File: config.mk
export PLATFORM = sky130hd
export DESIGN_NAME = monitor_fault_status_flags
export DESIGN_NICKNAME = d
export VERILOG_FILES = /design/src/common/fault_pkg.sv /design/src/hdl/window_compare.sv /design/src/hdl/sticky_status.sv /design/src/hdl/monitor_fault_status_flags.sv
export VERILOG_INCLUDE_DIRS = /design/src /design/src/common
export SDC_FILE = /design/constraint.sdc
export NUM_CORES = 1
export LEC_CHECK = 0
export BUFFER_PORTS_ARGS = -buffer_cell sky130_fd_sc_hd__buf_2
export CAP_MARGIN = 20
export CORE_AREA = 2 2 135 137
export CTS_BUF_LIST = sky130_fd_sc_hd__clkbuf_8
export CTS_CLUSTER_DIAMETER = 100
export DETAILED_ROUTE_END_ITERATION = 8
export DIE_AREA = 0 0 137 139
export PLACE_DENSITY = 0.75
export RECOVER_POWER = 25
export SLEW_MARGIN = 20
export SYNTH_ARGS = -nofsm -noshare
export SYNTH_HDL_FRONTEND = slang
export SYNTH_HIERARCHICAL = 1
export SYNTH_SLANG_ARGS = --single-unit
File: constraint.sdc
create_clock -name clk -period 2.2 [get_ports clk]
set_input_delay 0.11 -clock clk [delete_from_list [all_inputs] [get_ports clk]]
set_output_delay 0.11 -clock clk [all_outputs]
set_load 0.02 [all_outputs]
File: src/common/fault_defs.svh
// offsets, field positions, reset values and widths of the fault status bank
`ifndef FAULT_DEFS_SVH
`define FAULT_DEFS_SVH

`define FS_ADDR_FIRST 8'h41
`define FS_ADDR_SECOND 8'h42
`define FS_RESET_VALUE 8'h00
`define FS_UNMAPPED_VALUE 8'h00

`define FS_MEAS_WIDTH 8
`define FS_TACH_WIDTH 16
`define FS_RAIL_COUNT 4
`define FS_ZONE_COUNT 3
`define FS_FAN_COUNT 4

`define FS1_ZONE_ONE_BIT 4
`define FS1_ZONE_TWO_BIT 5
`define FS1_ZONE_THREE_BIT 6
`define FS1_SUMMARY_BIT 7

`define FS2_TWELVE_BIT 0
`define FS2_RESERVED_BIT 1
`define FS2_FAN_BASE_BIT 2
`define FS2_DIODE_ONE_BIT 6
`define FS2_DIODE_TWO_BIT 7

`endif

File: src/common/fault_pkg.sv
// types shared by the fault status bank and its neighbours
`include "fault_defs.svh"
package fault_pkg;

  typedef logic [`FS_MEAS_WIDTH-1:0] meas_t;
  typedef logic [`FS_TACH_WIDTH-1:0] tach_t;

  // rail index 0: 2.5 V, 1: core supply, 2: 3.3 V, 3: 5 V
  typedef struct packed {
    meas_t v12;
    logic [`FS_RAIL_COUNT-1:0][`FS_MEAS_WIDTH-1:0] rail;
  } volt_set_t;

  // zone index 0: remote diode 1, 1: internal sensor, 2: remote diode 2
  typedef logic [`FS_ZONE_COUNT-1:0][`FS_MEAS_WIDTH-1:0] temp_set_t;

  // zone three shares the zone two low limit, so only two low limits exist
  typedef struct packed {
    meas_t low_one;
    meas_t low_two;
    temp_set_t high;
  } temp_limit_t;

  typedef logic [`FS_FAN_COUNT-1:0][`FS_TACH_WIDTH-1:0] tach_set_t;

  typedef struct packed {
    logic diode_one_fault_flag;
    logic diode_two_fault_flag;
  } diode_fault_t;

  typedef struct packed {
    logic rd_en;
    logic wr_en;
    logic [7:0] addr;
    logic [7:0] wdata;
  } host_access_t;

endpackage

File: src/hdl/window_compare.sv
// window comparator: flags a reading outside its low and high limits
module window_compare
  import fault_pkg::*;
#(
  parameter int WIDTH = 8,
  parameter bit SIGNED_CMP = 1'b0,
  parameter bit LOW_INCLUSIVE = 1'b1
)
(
  input wire logic [WIDTH-1:0] value,
  input wire logic [WIDTH-1:0] low,
  input wire logic [WIDTH-1:0] high,
  output logic out_of_window
);

  logic below_low;
  logic above_high;
  logic at_low;

  // temperatures are two's complement, voltages and counts are unsigned
  assign below_low = SIGNED_CMP ? ($signed(value) < $signed(low)) : (value < low);
  assign above_high = SIGNED_CMP ? ($signed(value) > $signed(high)) : (value > high);
  assign at_low = LOW_INCLUSIVE && (value == low);
  assign out_of_window = below_low | at_low | above_high;

endmodule

File: src/hdl/sticky_status.sv
// sticky fault bits that clear on read only where the fault has gone
`include "fault_defs.svh"
module sticky_status
  import fault_pkg::*;
#(
  parameter int WIDTH = 8
)
(
  input wire logic clk,
  input wire logic arst_n,
  input wire logic [WIDTH-1:0] fault_now,
  input wire logic clear_on_read,
  output logic [WIDTH-1:0] status_reg
);

  logic [WIDTH-1:0] status_next;

  // a live fault is always or'ed in, so a clear never swallows it
  assign status_next = clear_on_read ? fault_now : (status_reg | fault_now);

  // status bits
  always_ff @(posedge clk or negedge arst_n)
  begin
    if (!arst_n)
      status_reg <= WIDTH'(`FS_RESET_VALUE);
    else
      status_reg <= status_next;
  end

endmodule

File: src/hdl/monitor_fault_status_flags.sv
// fault status bank: two sticky, read-cleared monitor fault registers
`include "fault_defs.svh"

// Overview of operation
// - a first-register bit sets when its reading leaves its limit window.
// - several faults show together in one register at read time.
// - a set bit stays set until its register is read; first-register bit 7 until the second is read.
// - a read clears each bit whose fault is gone, keeps persisting ones.
// - both registers are read only; writes change nothing.
// - rail bits 0-3 set at or below low limit, or above high limit.
// - bit 4 sets for remote diode 1 at or below zone 1 low, above high.
// - diode open or short faults force the zone 1 and zone 3 bits.
// - bit 5 sets for internal sensor at or below zone 2 low, above high.
// - bit 6 sets for diode 2 at or below zone 2 low, above zone 3 high.
// - first-register bit 7 reads 1 whenever any second-register bit is set.
// - second bit 0 sets when 12 V is below low or above high limit.
// - second bits 2-5 set when a fan period count exceeds its minimum.
// - the second register also carries the temperature sensor error flags.
// - second bit 6 sets on a remote diode 1 fault, which also sets bit 4.
// - second bit 7 sets on a remote diode 2 fault, which also sets bit 6.
module monitor_fault_status_flags
  import fault_pkg::*;
(
  input wire logic clk,
  input wire logic arst_n,
  input wire host_access_t host_req,
  input wire volt_set_t volt_meas,
  input wire volt_set_t volt_low,
  input wire volt_set_t volt_high,
  input wire temp_set_t temp_meas,
  input wire temp_limit_t temp_limit,
  input wire tach_set_t tach_count,
  input wire tach_set_t tach_min,
  input wire diode_fault_t diode_fault,
  output logic [7:0] rdata_reg,
  output logic rvalid_reg
);

  ////////////////////////////////////////////////////////////////////////////
  // address decoding

  function automatic logic addr_hit(input logic [7:0] addr, input logic [7:0] target);
    addr_hit = (addr == target);
  endfunction

  logic rd_first;
  logic rd_second;
  logic rd_unmapped;

  // a register is read only when the host asks for its offset; any other read is unmapped
  assign rd_first = host_req.rd_en && addr_hit(host_req.addr, `FS_ADDR_FIRST);
  assign rd_second = host_req.rd_en && addr_hit(host_req.addr, `FS_ADDR_SECOND);
  assign rd_unmapped = host_req.rd_en && !rd_first && !rd_second;

  ////////////////////////////////////////////////////////////////////////////
  // comparisons of readings against their limits

  logic [`FS_RAIL_COUNT-1:0] rail_fault;
  logic twelve_fault;
  logic [`FS_ZONE_COUNT-1:0] zone_fault;
  logic [`FS_FAN_COUNT-1:0] fan_fault;
  meas_t [`FS_ZONE_COUNT-1:0] zone_low;

  // the four low rails count a reading equal to the low limit as a fault
  for (genvar i = 0; i < `FS_RAIL_COUNT; i++)
  begin : g_rail
    window_compare #(
      .WIDTH(`FS_MEAS_WIDTH),
      .SIGNED_CMP(1'b0),
      .LOW_INCLUSIVE(1'b1)
    ) u_rail_cmp (
      .value(volt_meas.rail[i]),
      .low(volt_low.rail[i]),
      .high(volt_high.rail[i]),
      .out_of_window(rail_fault[i])
    );
  end

  // the 12 V rail is strict on both sides, unlike the others
  window_compare #(
    .WIDTH(`FS_MEAS_WIDTH),
    .SIGNED_CMP(1'b0),
    .LOW_INCLUSIVE(1'b0)
  ) u_twelve_cmp (
    .value(volt_meas.v12),
    .low(volt_low.v12),
    .high(volt_high.v12),
    .out_of_window(twelve_fault)
  );

  // zone three deliberately borrows the zone two low limit
  assign zone_low[0] = temp_limit.low_one;
  assign zone_low[1] = temp_limit.low_two;
  assign zone_low[2] = temp_limit.low_two;

  // temperature limits are two's complement, so compare signed
  for (genvar z = 0; z < `FS_ZONE_COUNT; z++)
  begin : g_zone
    window_compare #(
      .WIDTH(`FS_MEAS_WIDTH),
      .SIGNED_CMP(1'b1),
      .LOW_INCLUSIVE(1'b1)
    ) u_zone_cmp (
      .value(temp_meas[z]),
      .low(zone_low[z]),
      .high(temp_limit.high[z]),
      .out_of_window(zone_fault[z])
    );
  end

  // a long period count means a slow fan; a zero low bound never trips
  for (genvar f = 0; f < `FS_FAN_COUNT; f++)
  begin : g_fan
    window_compare #(
      .WIDTH(`FS_TACH_WIDTH),
      .SIGNED_CMP(1'b0),
      .LOW_INCLUSIVE(1'b0)
    ) u_fan_cmp (
      .value(tach_count[f]),
      .low(tach_t'(0)),
      .high(tach_min[f]),
      .out_of_window(fan_fault[f])
    );
  end

  ////////////////////////////////////////////////////////////////////////////
  // live fault vectors

  logic [6:0] first_cond;
  logic [7:0] second_cond;

  // every comparison lands in its own bit, so faults stack up freely
  assign first_cond[`FS_RAIL_COUNT-1:0] = rail_fault;
  assign first_cond[`FS1_ZONE_ONE_BIT] = zone_fault[0]
    | diode_fault.diode_one_fault_flag;
  assign first_cond[`FS1_ZONE_TWO_BIT] = zone_fault[1];
  assign first_cond[`FS1_ZONE_THREE_BIT] = zone_fault[2]
    | diode_fault.diode_two_fault_flag;

  // second register: 12 V, reserved zero, fans, diode error flags
  assign second_cond[`FS2_TWELVE_BIT] = twelve_fault;
  assign second_cond[`FS2_RESERVED_BIT] = 1'b0;
  assign second_cond[`FS2_FAN_BASE_BIT +: `FS_FAN_COUNT] = fan_fault;
  assign second_cond[`FS2_DIODE_ONE_BIT] = diode_fault.diode_one_fault_flag;
  assign second_cond[`FS2_DIODE_TWO_BIT] = diode_fault.diode_two_fault_flag;

  ////////////////////////////////////////////////////////////////////////////
  // sticky registers

  logic [6:0] first_status;
  logic [7:0] second_status;
  logic [7:0] first_view;

  // writes reach neither register: only reads clear, nothing stores
  sticky_status #(
    .WIDTH(7)
  ) u_first_status (
    .clk(clk),
    .arst_n(arst_n),
    .fault_now(first_cond),
    .clear_on_read(rd_first),
    .status_reg(first_status)
  );

  sticky_status #(
    .WIDTH(8)
  ) u_second_status (
    .clk(clk),
    .arst_n(arst_n),
    .fault_now(second_cond),
    .clear_on_read(rd_second),
    .status_reg(second_status)
  );

  // bit 7 follows the second register, so it clears only when that does
  assign first_view = {|second_status, first_status};

  ////////////////////////////////////////////////////////////////////////////
  // read data

  logic [7:0] rdata_next;

  // data is the value before this read's clear; unmapped reads give zero
  assign rdata_next = rd_first ? first_view
    : rd_second ? second_status
    : `FS_UNMAPPED_VALUE;

  // read port flops; data holds between reads
  always_ff @(posedge clk or negedge arst_n)
  begin
    if (!arst_n)
    begin
      rdata_reg <= `FS_RESET_VALUE;
      rvalid_reg <= 1'b0;
    end
    else
    begin
      rvalid_reg <= host_req.rd_en;
      if (host_req.rd_en)
        rdata_reg <= rdata_next;
    end
  end

  ////////////////////////////////////////////////////////////////////////////
  // assertions

  logic rail0_out;
  assign rail0_out = (volt_meas.rail[0] <= volt_low.rail[0])
    || (volt_meas.rail[0] > volt_high.rail[0]);

  a_rail_sets_bit: assert property (@(posedge clk) disable iff (!arst_n)
    rail0_out |=> first_status[0])
    else $error("rail 0 fault did not set its bit");

  a_twelve_strict: assert property (@(posedge clk) disable iff (!arst_n)
    (volt_meas.v12 == volt_low.v12) && (volt_meas.v12 <= volt_high.v12)
      && !second_status[0] |=> !second_status[0])
    else $error("12 V bit set at equal low limit");

  a_sticky_hold: assert property (@(posedge clk) disable iff (!arst_n)
    (!rd_first && first_status != 7'h00) |=> ((first_status & $past(first_status))
      == $past(first_status)))
    else $error("first status bit dropped without a read");

  a_read_clears: assert property (@(posedge clk) disable iff (!arst_n)
    rd_second |=> second_status == $past(second_cond))
    else $error("second status not reduced to live faults after read");

  a_clear_keeps_live: assert property (@(posedge clk) disable iff (!arst_n)
    rd_first |=> (first_status & $past(first_cond)) == $past(first_cond))
    else $error("fault lost during read clear");

  a_write_ignored: assert property (@(posedge clk) disable iff (!arst_n)
    host_req.wr_en && !host_req.rd_en && first_cond == 7'h00
      && second_cond == 8'h00 |=> $stable(first_status) && $stable(second_status))
    else $error("write changed a status register");

  a_summary_read: assert property (@(posedge clk) disable iff (!arst_n)
    rd_first |=> rvalid_reg && rdata_reg[`FS1_SUMMARY_BIT] == |$past(second_status))
    else $error("summary bit does not mirror second register");

  a_diode_one_both: assert property (@(posedge clk) disable iff (!arst_n)
    diode_fault.diode_one_fault_flag |=> first_status[`FS1_ZONE_ONE_BIT]
      && second_status[`FS2_DIODE_ONE_BIT])
    else $error("diode 1 fault did not set both bits");

  a_diode_two_both: assert property (@(posedge clk) disable iff (!arst_n)
    diode_fault.diode_two_fault_flag |=> first_status[`FS1_ZONE_THREE_BIT]
      && second_status[`FS2_DIODE_TWO_BIT])
    else $error("diode 2 fault did not set both bits");

  a_fan_stall: assert property (@(posedge clk) disable iff (!arst_n)
    tach_count[3] > tach_min[3] |=> second_status[`FS2_FAN_BASE_BIT + 3])
    else $error("fan 4 slow count did not set its bit");

  a_reserved_zero: assert property (@(posedge clk) disable iff (!arst_n)
    rd_second |=> !rdata_reg[`FS2_RESERVED_BIT])
    else $error("reserved bit read as one");

  a_unmapped_zero: assert property (@(posedge clk) disable iff (!arst_n)
    rd_unmapped |=> rdata_reg == `FS_UNMAPPED_VALUE)
    else $error("unmapped read returned data");

  // read data must be the held status, taken before the read's own clear
  a_first_read_data: assert property (@(posedge clk) disable iff (!arst_n)
    rd_first |=> rdata_reg[6:0] == $past(first_status))
    else $error("first register read returned wrong bits");

  a_second_read_data: assert property (@(posedge clk) disable iff (!arst_n)
    rd_second |=> rdata_reg == $past(second_status))
    else $error("second register read returned wrong bits");

  a_valid_follows_read: assert property (@(posedge clk) disable iff (!arst_n)
    host_req.rd_en |=> rvalid_reg)
    else $error("read not answered one cycle later");

  a_valid_single: assert property (@(posedge clk) disable iff (!arst_n)
    !host_req.rd_en |=> !rvalid_reg)
    else $error("valid raised without a read");

  a_zone_one_low: assert property (@(posedge clk) disable iff (!arst_n)
    temp_meas[0] == temp_limit.low_one |=> first_status[`FS1_ZONE_ONE_BIT])
    else $error("zone 1 reading at its low limit did not set bit 4");

  // zone three must use the zone two low limit, not the zone one one
  a_zone_three_low: assert property (@(posedge clk) disable iff (!arst_n)
    $signed(temp_meas[2]) <= $signed(temp_limit.low_two)
      |=> first_status[`FS1_ZONE_THREE_BIT])
    else $error("zone 3 reading at or below shared low limit did not set bit 6");

  a_twelve_sets: assert property (@(posedge clk) disable iff (!arst_n)
    volt_meas.v12 < volt_low.v12 || volt_meas.v12 > volt_high.v12
      |=> second_status[`FS2_TWELVE_BIT])
    else $error("12 V reading outside its window did not set bit 0");

  c_clear_persist: cover property (@(posedge clk) disable iff (!arst_n)
    rd_first && first_status[0] && first_cond[0]);

  c_multi_fault: cover property (@(posedge clk) disable iff (!arst_n)
    rd_second && $countones(second_status) > 1);

  c_fault_gone: cover property (@(posedge clk) disable iff (!arst_n)
    first_status[1] && !first_cond[1] ##1 rd_first);

  c_unmapped: cover property (@(posedge clk) disable iff (!arst_n) rd_unmapped);

endmodule

==> flow_results.xml, run 1 <==
<?xml version="1.0" encoding="UTF-8"?>
<metrics>
  <group name="synthesis">
    <metric name="synth.yosys.warnings" unit="">6</metric>
    <metric name="yosysSeqAreaShare" unit="%">8.14</metric>
    <metric name="netlist.area_leader.share" unit="%">42.6</metric>
    <metric name="synth_async_sr_flop_share" unit="%">100</metric>
    <metric name="synth.avg_cell_area" unit="um^2">7.66</metric>
    <metric name="most_instantiated_flip_flop_cell_in_the_synthesis_netlist" unit="">dfrtp_1</metric>
    <metric name="synth.cell_area" unit="um^2">7380</metric>
    <metric name="yosysUniqueCellTypes" unit="">42</metric>
    <metric name="ys_ff_latch" unit="">24</metric>
    <metric name="gate_count_of_the_mapped_netlist" unit="">963</metric>
    <metric name="synth.most_common_cell" unit="">inv_1</metric>
    <metric name="synth_top_cells_by_count" unit="">inv_1, ha_1, a21oi_1</metric>
    <metric name="yosys.area.top_type" unit="">ha_1</metric>
    <metric name="synthTopCellsByArea" unit="">ha_1, inv_1, dfrtp_1</metric>
    <metric name="synth_edf_count" unit="">0</metric>
  </group>
  <group name="clock_tree">
    <metric name="number_of_buffers_created_by_cts" unit="">3</metric>
    <metric name="worst_skew_pair.late_latency" unit="ps">260</metric>
    <metric name="cts.repair.resized" unit="">0</metric>
    <metric name="cts-root-buf" unit="">clkbuf_8</metric>
    <metric name="clockBufferDepth" unit="">2</metric>
    <metric name="clock_sinks" unit="">24</metric>
    <metric name="cts_tree" unit="">yes</metric>
    <metric name="htree_num_levels" unit="">1</metric>
    <metric name="cts.clk_slew.worst_paths" unit="ps">80</metric>
  </group>
  <group name="setup_path">
    <metric name="worstPathArrival" unit="ps">1960</metric>
    <metric name="worst_setup_path_end_kind" unit="">flip-flop</metric>
    <metric name="worst-endpoint-required" unit="ps">2360</metric>
    <metric name="critical_path_peak_fanout" unit="">3</metric>
    <metric name="critical_path.startpoint_type" unit="">input pin</metric>
    <metric name="critPathKind" unit="">in -&gt; reg</metric>
  </group>
  <group name="placement">
    <metric name="dpl.hpwl" unit="mm">18.7</metric>
    <metric name="gp_congestion" unit="">0.902</metric>
    <metric name="portBuffers" unit="">333</metric>
  </group>
  <group name="sta">
    <metric name="setup_tns" unit="ps">0</metric>
    <metric name="finalSetupViolCount" unit="">0</metric>
    <metric name="rsz0062_at_grt" unit="">no</metric>
    <metric name="fin_skew" unit="ps">5.04</metric>
    <metric name="fin_crit_sh" unit="%">82.0</metric>
    <metric name="fmaxAchievable" unit="GHz">0.554</metric>
    <metric name="hold_slack" unit="ps">62.6</metric>
    <metric name="slew_viol_final" unit="">0</metric>
    <metric name="post-route-min-period" unit="ps">1800</metric>
    <metric name="worstMarginPinSlew" unit="ps">1290</metric>
    <metric name="worst_max_slew_margin_expressed_relative_to_the_limit" unit="%">13.9</metric>
    <metric name="timing_hold_violations_final" unit="">0</metric>
  </group>
  <group name="global_route">
    <metric name="first_global_vias" unit="">7542</metric>
    <metric name="global_route.usage.total" unit="%">20.0</metric>
    <metric name="grt_pass1_wl" unit="mm">32.0</metric>
    <metric name="grt_start_max_net_pins" unit="">25</metric>
    <metric name="globalRoute.totalOverflow" unit="">0</metric>
    <metric name="antenna_found_initial" unit="">1</metric>
  </group>
  <group name="die">
    <metric name="die_area" unit="um^2">19000</metric>
    <metric name="die_y" unit="um">139</metric>
    <metric name="core-area" unit="um^2">17700</metric>
    <metric name="ios" unit="">343</metric>
    <metric name="std_cell_rows" unit="">49</metric>
    <metric name="initial_utilization" unit="%">41.8</metric>
    <metric name="die_span_in_x" unit="um">137</metric>
  </group>
  <group name="flow_run">
    <metric name="max-cap-violations" unit="">0</metric>
  </group>
  <group name="power">
    <metric name="switching_power_as_a_share_of_total_power" unit="%">40.6</metric>
    <metric name="clock_power_share" unit="%">13.1</metric>
    <metric name="power_switching" unit="W">0.000905</metric>
    <metric name="vdd_drop_max" unit="mV">0.195</metric>
    <metric name="powerDensity" unit="nW/um^2">232</metric>
    <metric name="internal-power" unit="W">0.00133</metric>
    <metric name="static-leakage-power" unit="nW">5.58</metric>
    <metric name="seq_power_share" unit="%">19.9</metric>
    <metric name="combinationalPowerShare" unit="%">67.0</metric>
  </group>
  <group name="layout">
    <metric name="area_growth_from_synthesis_to_final_layout" unit="%">30.4</metric>
    <metric name="num_antenna_cells" unit="">0</metric>
    <metric name="final_layout_size_suffix_gt1_share" unit="%">27.6</metric>
    <metric name="design.final.nets" unit="">1950</metric>
  </group>
  <group name="route">
    <metric name="vias" unit="">7728</metric>
    <metric name="routed_wire_length_per_instance" unit="um">12.5</metric>
    <metric name="detailedRoute.firstIterationViolations" unit="">167</metric>
    <metric name="firstDrtPassIters" unit="">4</metric>
    <metric name="ant_nets" unit="">0</metric>
    <metric name="drt-total-wl" unit="mm">19.9</metric>
    <metric name="post-route-drc-count" unit="">0</metric>
    <metric name="detail_route.vias_per_cell" unit="">4.85</metric>
  </group>
  <group name="status">
    <metric name="status" unit="">finished clean</metric>
  </group>
  <group name="hold_path">
    <metric name="min-delay-path-class" unit="">in -&gt; reg</metric>
  </group>
</metrics>
[cell type report]
type	instances	area (um^2)
inverter	265	995
sequential	24	601
clock buffer	4	55.1
timing repair buffer	336	1690
tap	229	287
fill	1713	8040
multi-input combinational	735	5990
[through the flow]
step / worst slack (ps) / utilization [%] / cells / total power, W / instance area, um^2
6_report: 396 / 54.5 / 1593 / 0.00223 / 9620
5_1_grt: 300 / 54.5 / 1593 / 0.00250 / 9620
4_1_cts: 416 / 54.6 / 1593 / 0.00225 / 9640
3_5_place_dp: 137 / 54.2 / 1588 / 0.00195 / 9570
3_3_place_gp: 128 / 54.2 / 1588 / 0.00190 / 9570
2_1_floorplan: 330 / - / 1027 / 0.00137 / 7620
[kinds of logic after synthesis]
| group | count (synthesis) | synth area share, % |
|---|---|---|
| other | 1 | 0.0508 |
| and+or+nand+nor | 196 | 15.9 |
| adders and majority gates | 251 | 42.6 |
| buffers and inverters | 268 | 13.7 |
| DFF | 24 | 8.14 |
| AOI/OAI and AO/OA | 223 | 19.7 |
[cell usage in the layout (no fill, tap or decap), drive strengths merged]
cell type,n
buf,333
inv,265
ha,251
a21oi,92
conb,65
nand2,46
nand4,44
o21ai,38
nor2,34
dfrtp,24
nor2b,23
a21o,22
nand3,15
o211ai,15
o22ai,10
nor4,8
a22oi,7
a221oi,7
nor3,7
a211oi,7
or2,6
clkbuf,6
nor3b,5
o32ai,5
a2111o,4
o211a,4
a2111oi,4
o221ai,4
and3,3
a31oi,3
or4b,3
or4,2
dlygate4sd3,1
a211o,1
[layer usage]
metal	vias to the layer above	GRT usage [%]	share of wire, %
li1	4093	-	-
met1	3378	24.0	42
met2	217	37.0	50
met3	38	3.00	6.4
met4	2	4.45	2.0
met5	-	0	0.065
[critical path, stage by stage]
cell	delay (ps)
buf_2	110
ha_1	320
a21o_1	200
a211oi_2	220
nor2_1	70
or4b_1	510
or2_2	280
a21o_1	150
[power groups by stage]
stage	Clock, W	Sequential [W]	Combinational (W)
2_1_floorplan	0	0.000455	0.000911
3_3_place_gp	0	0.000453	0.00144
3_5_place_dp	0	0.000453	0.00150
4_1_cts	0.000303	0.000444	0.00151
5_1_grt	0.000320	0.000444	0.00174
6_report	0.000293	0.000444	0.00149
[worst paths after layout]
check / startpoint / endpoint / slack, ps / depth (start not counted)
setup / recovery: temp_meas[21] / u_first_status/status_reg[6] / 400 / 8
hold / removal: diode_fault[1] / u_second_status/status_reg[6] / 60 / 2
setup reg to reg: u_second_status/status_reg[4] / rdata_reg[7] / 870 / 3
hold reg to reg: u_first_status/status_reg[4] / u_first_status/status_reg[4] / 500 / 1
max in group asynchronous: arst_n / rdata_reg[7] / 770 / 2
min in group asynchronous: arst_n / rdata_reg[5] / 670 / 2
[repair_timing]
| item | CTS | global route |
|---|---|---|
| setup buffers | 0 | 0 |
| hold buffers | 1 | 0 |
| hold endpoints to repair | 24 | 0 |
Power figures use the tool's default switching activity.
==> run 2, diff against run 1 <==
--- a/config.mk
+++ b/config.mk
@@ -6,14 +6,15 @@
 export SDC_FILE = /design/constraint.sdc
 export NUM_CORES = 1
 export LEC_CHECK = 0
+export ABC_AREA = 1
 export BUFFER_PORTS_ARGS = -buffer_cell sky130_fd_sc_hd__buf_2
 export CAP_MARGIN = 20
-export CORE_AREA = 2 2 135 137
+export CORE_AREA = 2 2 157 120
 export CTS_BUF_LIST = sky130_fd_sc_hd__clkbuf_8
 export CTS_CLUSTER_DIAMETER = 100
 export DETAILED_ROUTE_END_ITERATION = 8
-export DIE_AREA = 0 0 137 139
-export PLACE_DENSITY = 0.75
+export DIE_AREA = 0 0 159 122
+export PLACE_DENSITY = 0.82
 export RECOVER_POWER = 25
 export SLEW_MARGIN = 20
 export SYNTH_ARGS = -nofsm -noshare
==> constraint.sdc (replaced) <==
create_clock -name clk -period 1.45 [get_ports clk]
set_input_delay 0.0725 -clock clk [delete_from_list [all_inputs] [get_ports clk]]
set_output_delay 0.0725 -clock clk [all_outputs]
set_load 0.02 [all_outputs]
==> flow_results.xml, run 2 <==
<?xml version="1.0" encoding="UTF-8"?>
<metrics>
  <group name="power">
    <metric name="vdd_drop_max" unit="mV">0.297</metric>
    <metric name="static-leakage-power" unit="nW">6.90</metric>
    <metric name="powerDensity" unit="nW/um^2">359</metric>
  </group>
  <group name="sta">
    <metric name="fin_skew" unit="ps">5.49</metric>
    <metric name="fin_crit_sh" unit="%">90.7</metric>
    <metric name="worstMarginPinSlew" unit="ps">658</metric>
    <metric name="post-route-min-period" unit="ps">1310</metric>
    <metric name="setup_tns" unit="ps">0</metric>
    <metric name="finalSetupViolCount" unit="">0</metric>
    <metric name="worst_max_slew_margin_expressed_relative_to_the_limit" unit="%">56.1</metric>
    <metric name="fmaxAchievable" unit="GHz">0.761</metric>
    <metric name="timing_hold_violations_final" unit="">0</metric>
    <metric name="slew_viol_final" unit="">0</metric>
    <metric name="rsz0062_at_grt" unit="">no</metric>
  </group>
  <group name="setup_path">
    <metric name="worst-endpoint-required" unit="ps">1610</metric>
    <metric name="worst_setup_path_end_kind" unit="">flip-flop</metric>
    <metric name="worst_reg2reg_path_length_in_cells" unit="">6</metric>
    <metric name="worstPathArrival" unit="ps">1480</metric>
    <metric name="worstReg2RegStart" unit="">u_second_status/status_reg[2]</metric>
    <metric name="critPathKind" unit="">in -&gt; reg</metric>
    <metric name="r2r_setup_slack" unit="ps">530</metric>
    <metric name="critical_path.startpoint_type" unit="">input pin</metric>
    <metric name="critical_path_peak_fanout" unit="">2</metric>
    <metric name="reg2reg_to" unit="">rdata_reg[7]</metric>
  </group>
  <group name="layout">
    <metric name="layout.area.seq" unit="um^2">601</metric>
    <metric name="final_layout_size_suffix_gt1_share" unit="%">25.3</metric>
    <metric name="area_growth_from_synthesis_to_final_layout" unit="%">29.1</metric>
    <metric name="multi_input_area" unit="um^2">6360</metric>
    <metric name="leading_cell_type_in_the_layout_fill_and_taps_excluded" unit="">inv_1</metric>
    <metric name="final-instance-count-excl-fill" unit="">1930</metric>
    <metric name="num-fill-cells" unit="">1743</metric>
    <metric name="design.final.nets" unit="">2267</metric>
    <metric name="most-common-layout-cells" unit="">inv_1, buf_2, nand2_1, ha_1, a21oi_1</metric>
  </group>
  <group name="status">
    <metric name="status" unit="">finished clean</metric>
  </group>
  <group name="synthesis">
    <metric name="synthTopCellsByArea" unit="">ha_1, inv_1, nand2_1</metric>
    <metric name="netlist.area_leader.share" unit="%">38.8</metric>
    <metric name="synth_async_sr_flop_share" unit="%">100</metric>
    <metric name="ys_ff_latch" unit="">24</metric>
    <metric name="yosysUniqueCellTypes" unit="">29</metric>
    <metric name="synth_top_cells_by_count" unit="">inv_1, nand2_1, ha_1</metric>
    <metric name="synth.avg_cell_area" unit="um^2">6.36</metric>
    <metric name="synth.cell_area" unit="um^2">8100</metric>
    <metric name="synth.most_common_cell" unit="">inv_1</metric>
    <metric name="synth.yosys.warnings" unit="">6</metric>
    <metric name="synth_edf_count" unit="">0</metric>
    <metric name="most_instantiated_flip_flop_cell_in_the_synthesis_netlist" unit="">dfrtp_1</metric>
    <metric name="yosysSeqAreaShare" unit="%">7.42</metric>
    <metric name="gate_count_of_the_mapped_netlist" unit="">1272</metric>
    <metric name="yosys.area.top_type" unit="">ha_1</metric>
  </group>
  <group name="hold_path">
    <metric name="min-delay-path-class" unit="">in -&gt; reg</metric>
    <metric name="whs_path_depth" unit="">3</metric>
    <metric name="min-delay-start" unit="">diode_fault[0]</metric>
    <metric name="hold_path_end" unit="">u_second_status/status_reg[7]</metric>
  </group>
  <group name="global_route">
    <metric name="antenna_found_initial" unit="">2</metric>
    <metric name="grt_pass1_wl" unit="mm">34.7</metric>
    <metric name="globalRoute.totalOverflow" unit="">0</metric>
    <metric name="grt_start_max_net_pins" unit="">25</metric>
    <metric name="global_route.usage.total" unit="%">21.0</metric>
    <metric name="first_global_vias" unit="">8417</metric>
  </group>
  <group name="clock_tree">
    <metric name="number_of_buffers_created_by_cts" unit="">3</metric>
    <metric name="clock_sinks" unit="">24</metric>
    <metric name="worst_skew_pair.late_latency" unit="ps">270</metric>
    <metric name="cts-root-buf" unit="">clkbuf_8</metric>
    <metric name="clockBufferDepth" unit="">2</metric>
    <metric name="cts.clk_slew.worst_paths" unit="ps">80</metric>
    <metric name="cts_tree" unit="">yes</metric>
    <metric name="htree_num_levels" unit="">1</metric>
  </group>
  <group name="route">
    <metric name="routed_wire_length_per_instance" unit="um">10.8</metric>
    <metric name="post-route-drc-count" unit="">0</metric>
    <metric name="detail_route.vias_per_cell" unit="">4.49</metric>
    <metric name="firstDrtPassIters" unit="">7</metric>
    <metric name="vias" unit="">8669</metric>
    <metric name="drt-total-wl" unit="mm">20.7</metric>
    <metric name="ant_nets" unit="">0</metric>
    <metric name="detailedRoute.firstIterationViolations" unit="">264</metric>
  </group>
  <group name="die">
    <metric name="die_area" unit="um^2">19400</metric>
    <metric name="die_span_in_x" unit="um">159</metric>
    <metric name="std_cell_rows" unit="">43</metric>
    <metric name="initial_utilization" unit="%">44.8</metric>
    <metric name="die_y" unit="um">122</metric>
    <metric name="ios" unit="">343</metric>
    <metric name="core-area" unit="um^2">18100</metric>
  </group>
  <group name="placement">
    <metric name="dp.cells" unit="">1922</metric>
    <metric name="gp_congestion" unit="">0.867</metric>
    <metric name="portBuffers" unit="">333</metric>
    <metric name="dpl.hpwl" unit="mm">19.4</metric>
  </group>
  <group name="flow_run">
    <metric name="max-cap-violations" unit="">0</metric>
  </group>
</metrics>
-- run 2: routing by layer --
layer	GRT usage, %	vias up	part of all wire (%)
met3	2.49	18	5.3
met4	4.03	0	1.3
met1	24.7	3705	44
met5	0	-	0
li1	-	4715	-
met2	41.1	231	49
-- run 2: per-stage QoR --
stage,hold WS [ps],utilization [%],area [um^2],setup WS [ps],power [W]
after global placement,99.6,57.3,10400,-115,0.00307
after floorplan,-223,-,8340,111,0.00225
after CTS,22.2,57.7,10400,139,0.00379
final,23.0,57.8,10500,135,0.00376
after global routing,39.0,57.8,10500,4.82,0.00425
after detailed placement,94.4,57.3,10400,-148,0.00318
-- run 2: critical path, cell delays in order --
cell and delay (ps):
buf_2 110, ha_1 300, a21oi_1 150, nor2_1 50
nor2_1 180, a21oi_1 100, nor2_1 110, nand2_1 50
or2_2 260, inv_1 50, nand2_1 40
-- run 2: final cells by class --
| type | count | area share, % |
|---|---|---|
| Timing Repair Buffer | 344 | 16.7 |
| Tap cell | 247 | 2.96 |
| Antenna cell | 2 | 0.0479 |
| Sequential cell | 24 | 5.75 |
| Clock inverter | 1 | 0.287 |
| Clock buffer | 3 | 0.395 |
| Inverter | 362 | 13.0 |
| Multi-Input combinational cell | 947 | 60.8 |
-- run 2: where the power goes --
group,internal [W],total [W],switching [W]
combinational,0.00115,0.00250,0.00136
clock,0.000369,0.000580,0.000211
sequential,0.000672,0.000674,0.00000155
total,0.00219,0.00376,0.00157
-- run 2: logic make-up after synthesis --
logic type | share of synthesized area (%)
and+or+nand+nor | 27.8
buffers and inverters | 17.1
adders and majority gates | 38.8
AOI/OAI and AO/OA | 8.84
DFF | 7.42
other | 0.0463
-- run 2: what timing repair did --
| action | in CTS | in global routing |
|---|---|---|
| buffers inserted | 0 | 1 |
| setup endpoints to repair | 0 | 1 |
| hold buffers | 1 | 0 |
| gates resized for setup | 0 | 1 |
| endpoints found under the hold margin | 24 | 0 |
-- run 2: worst max path at each step --
stage / from / to / cells after the start
3_5_place_dp: temp_meas[21] / u_first_status/status_reg[6] / 11
2_1_floorplan: temp_limit[7] / u_first_status/status_reg[4] / 10
5_1_grt: temp_meas[5] / u_first_status/status_reg[4] / 11
3_3_place_gp: temp_meas[5] / u_first_status/status_reg[4] / 11
6_report: temp_meas[5] / u_first_status/status_reg[4] / 11
4_1_cts: temp_meas[21] / u_first_status/status_reg[6] / 11
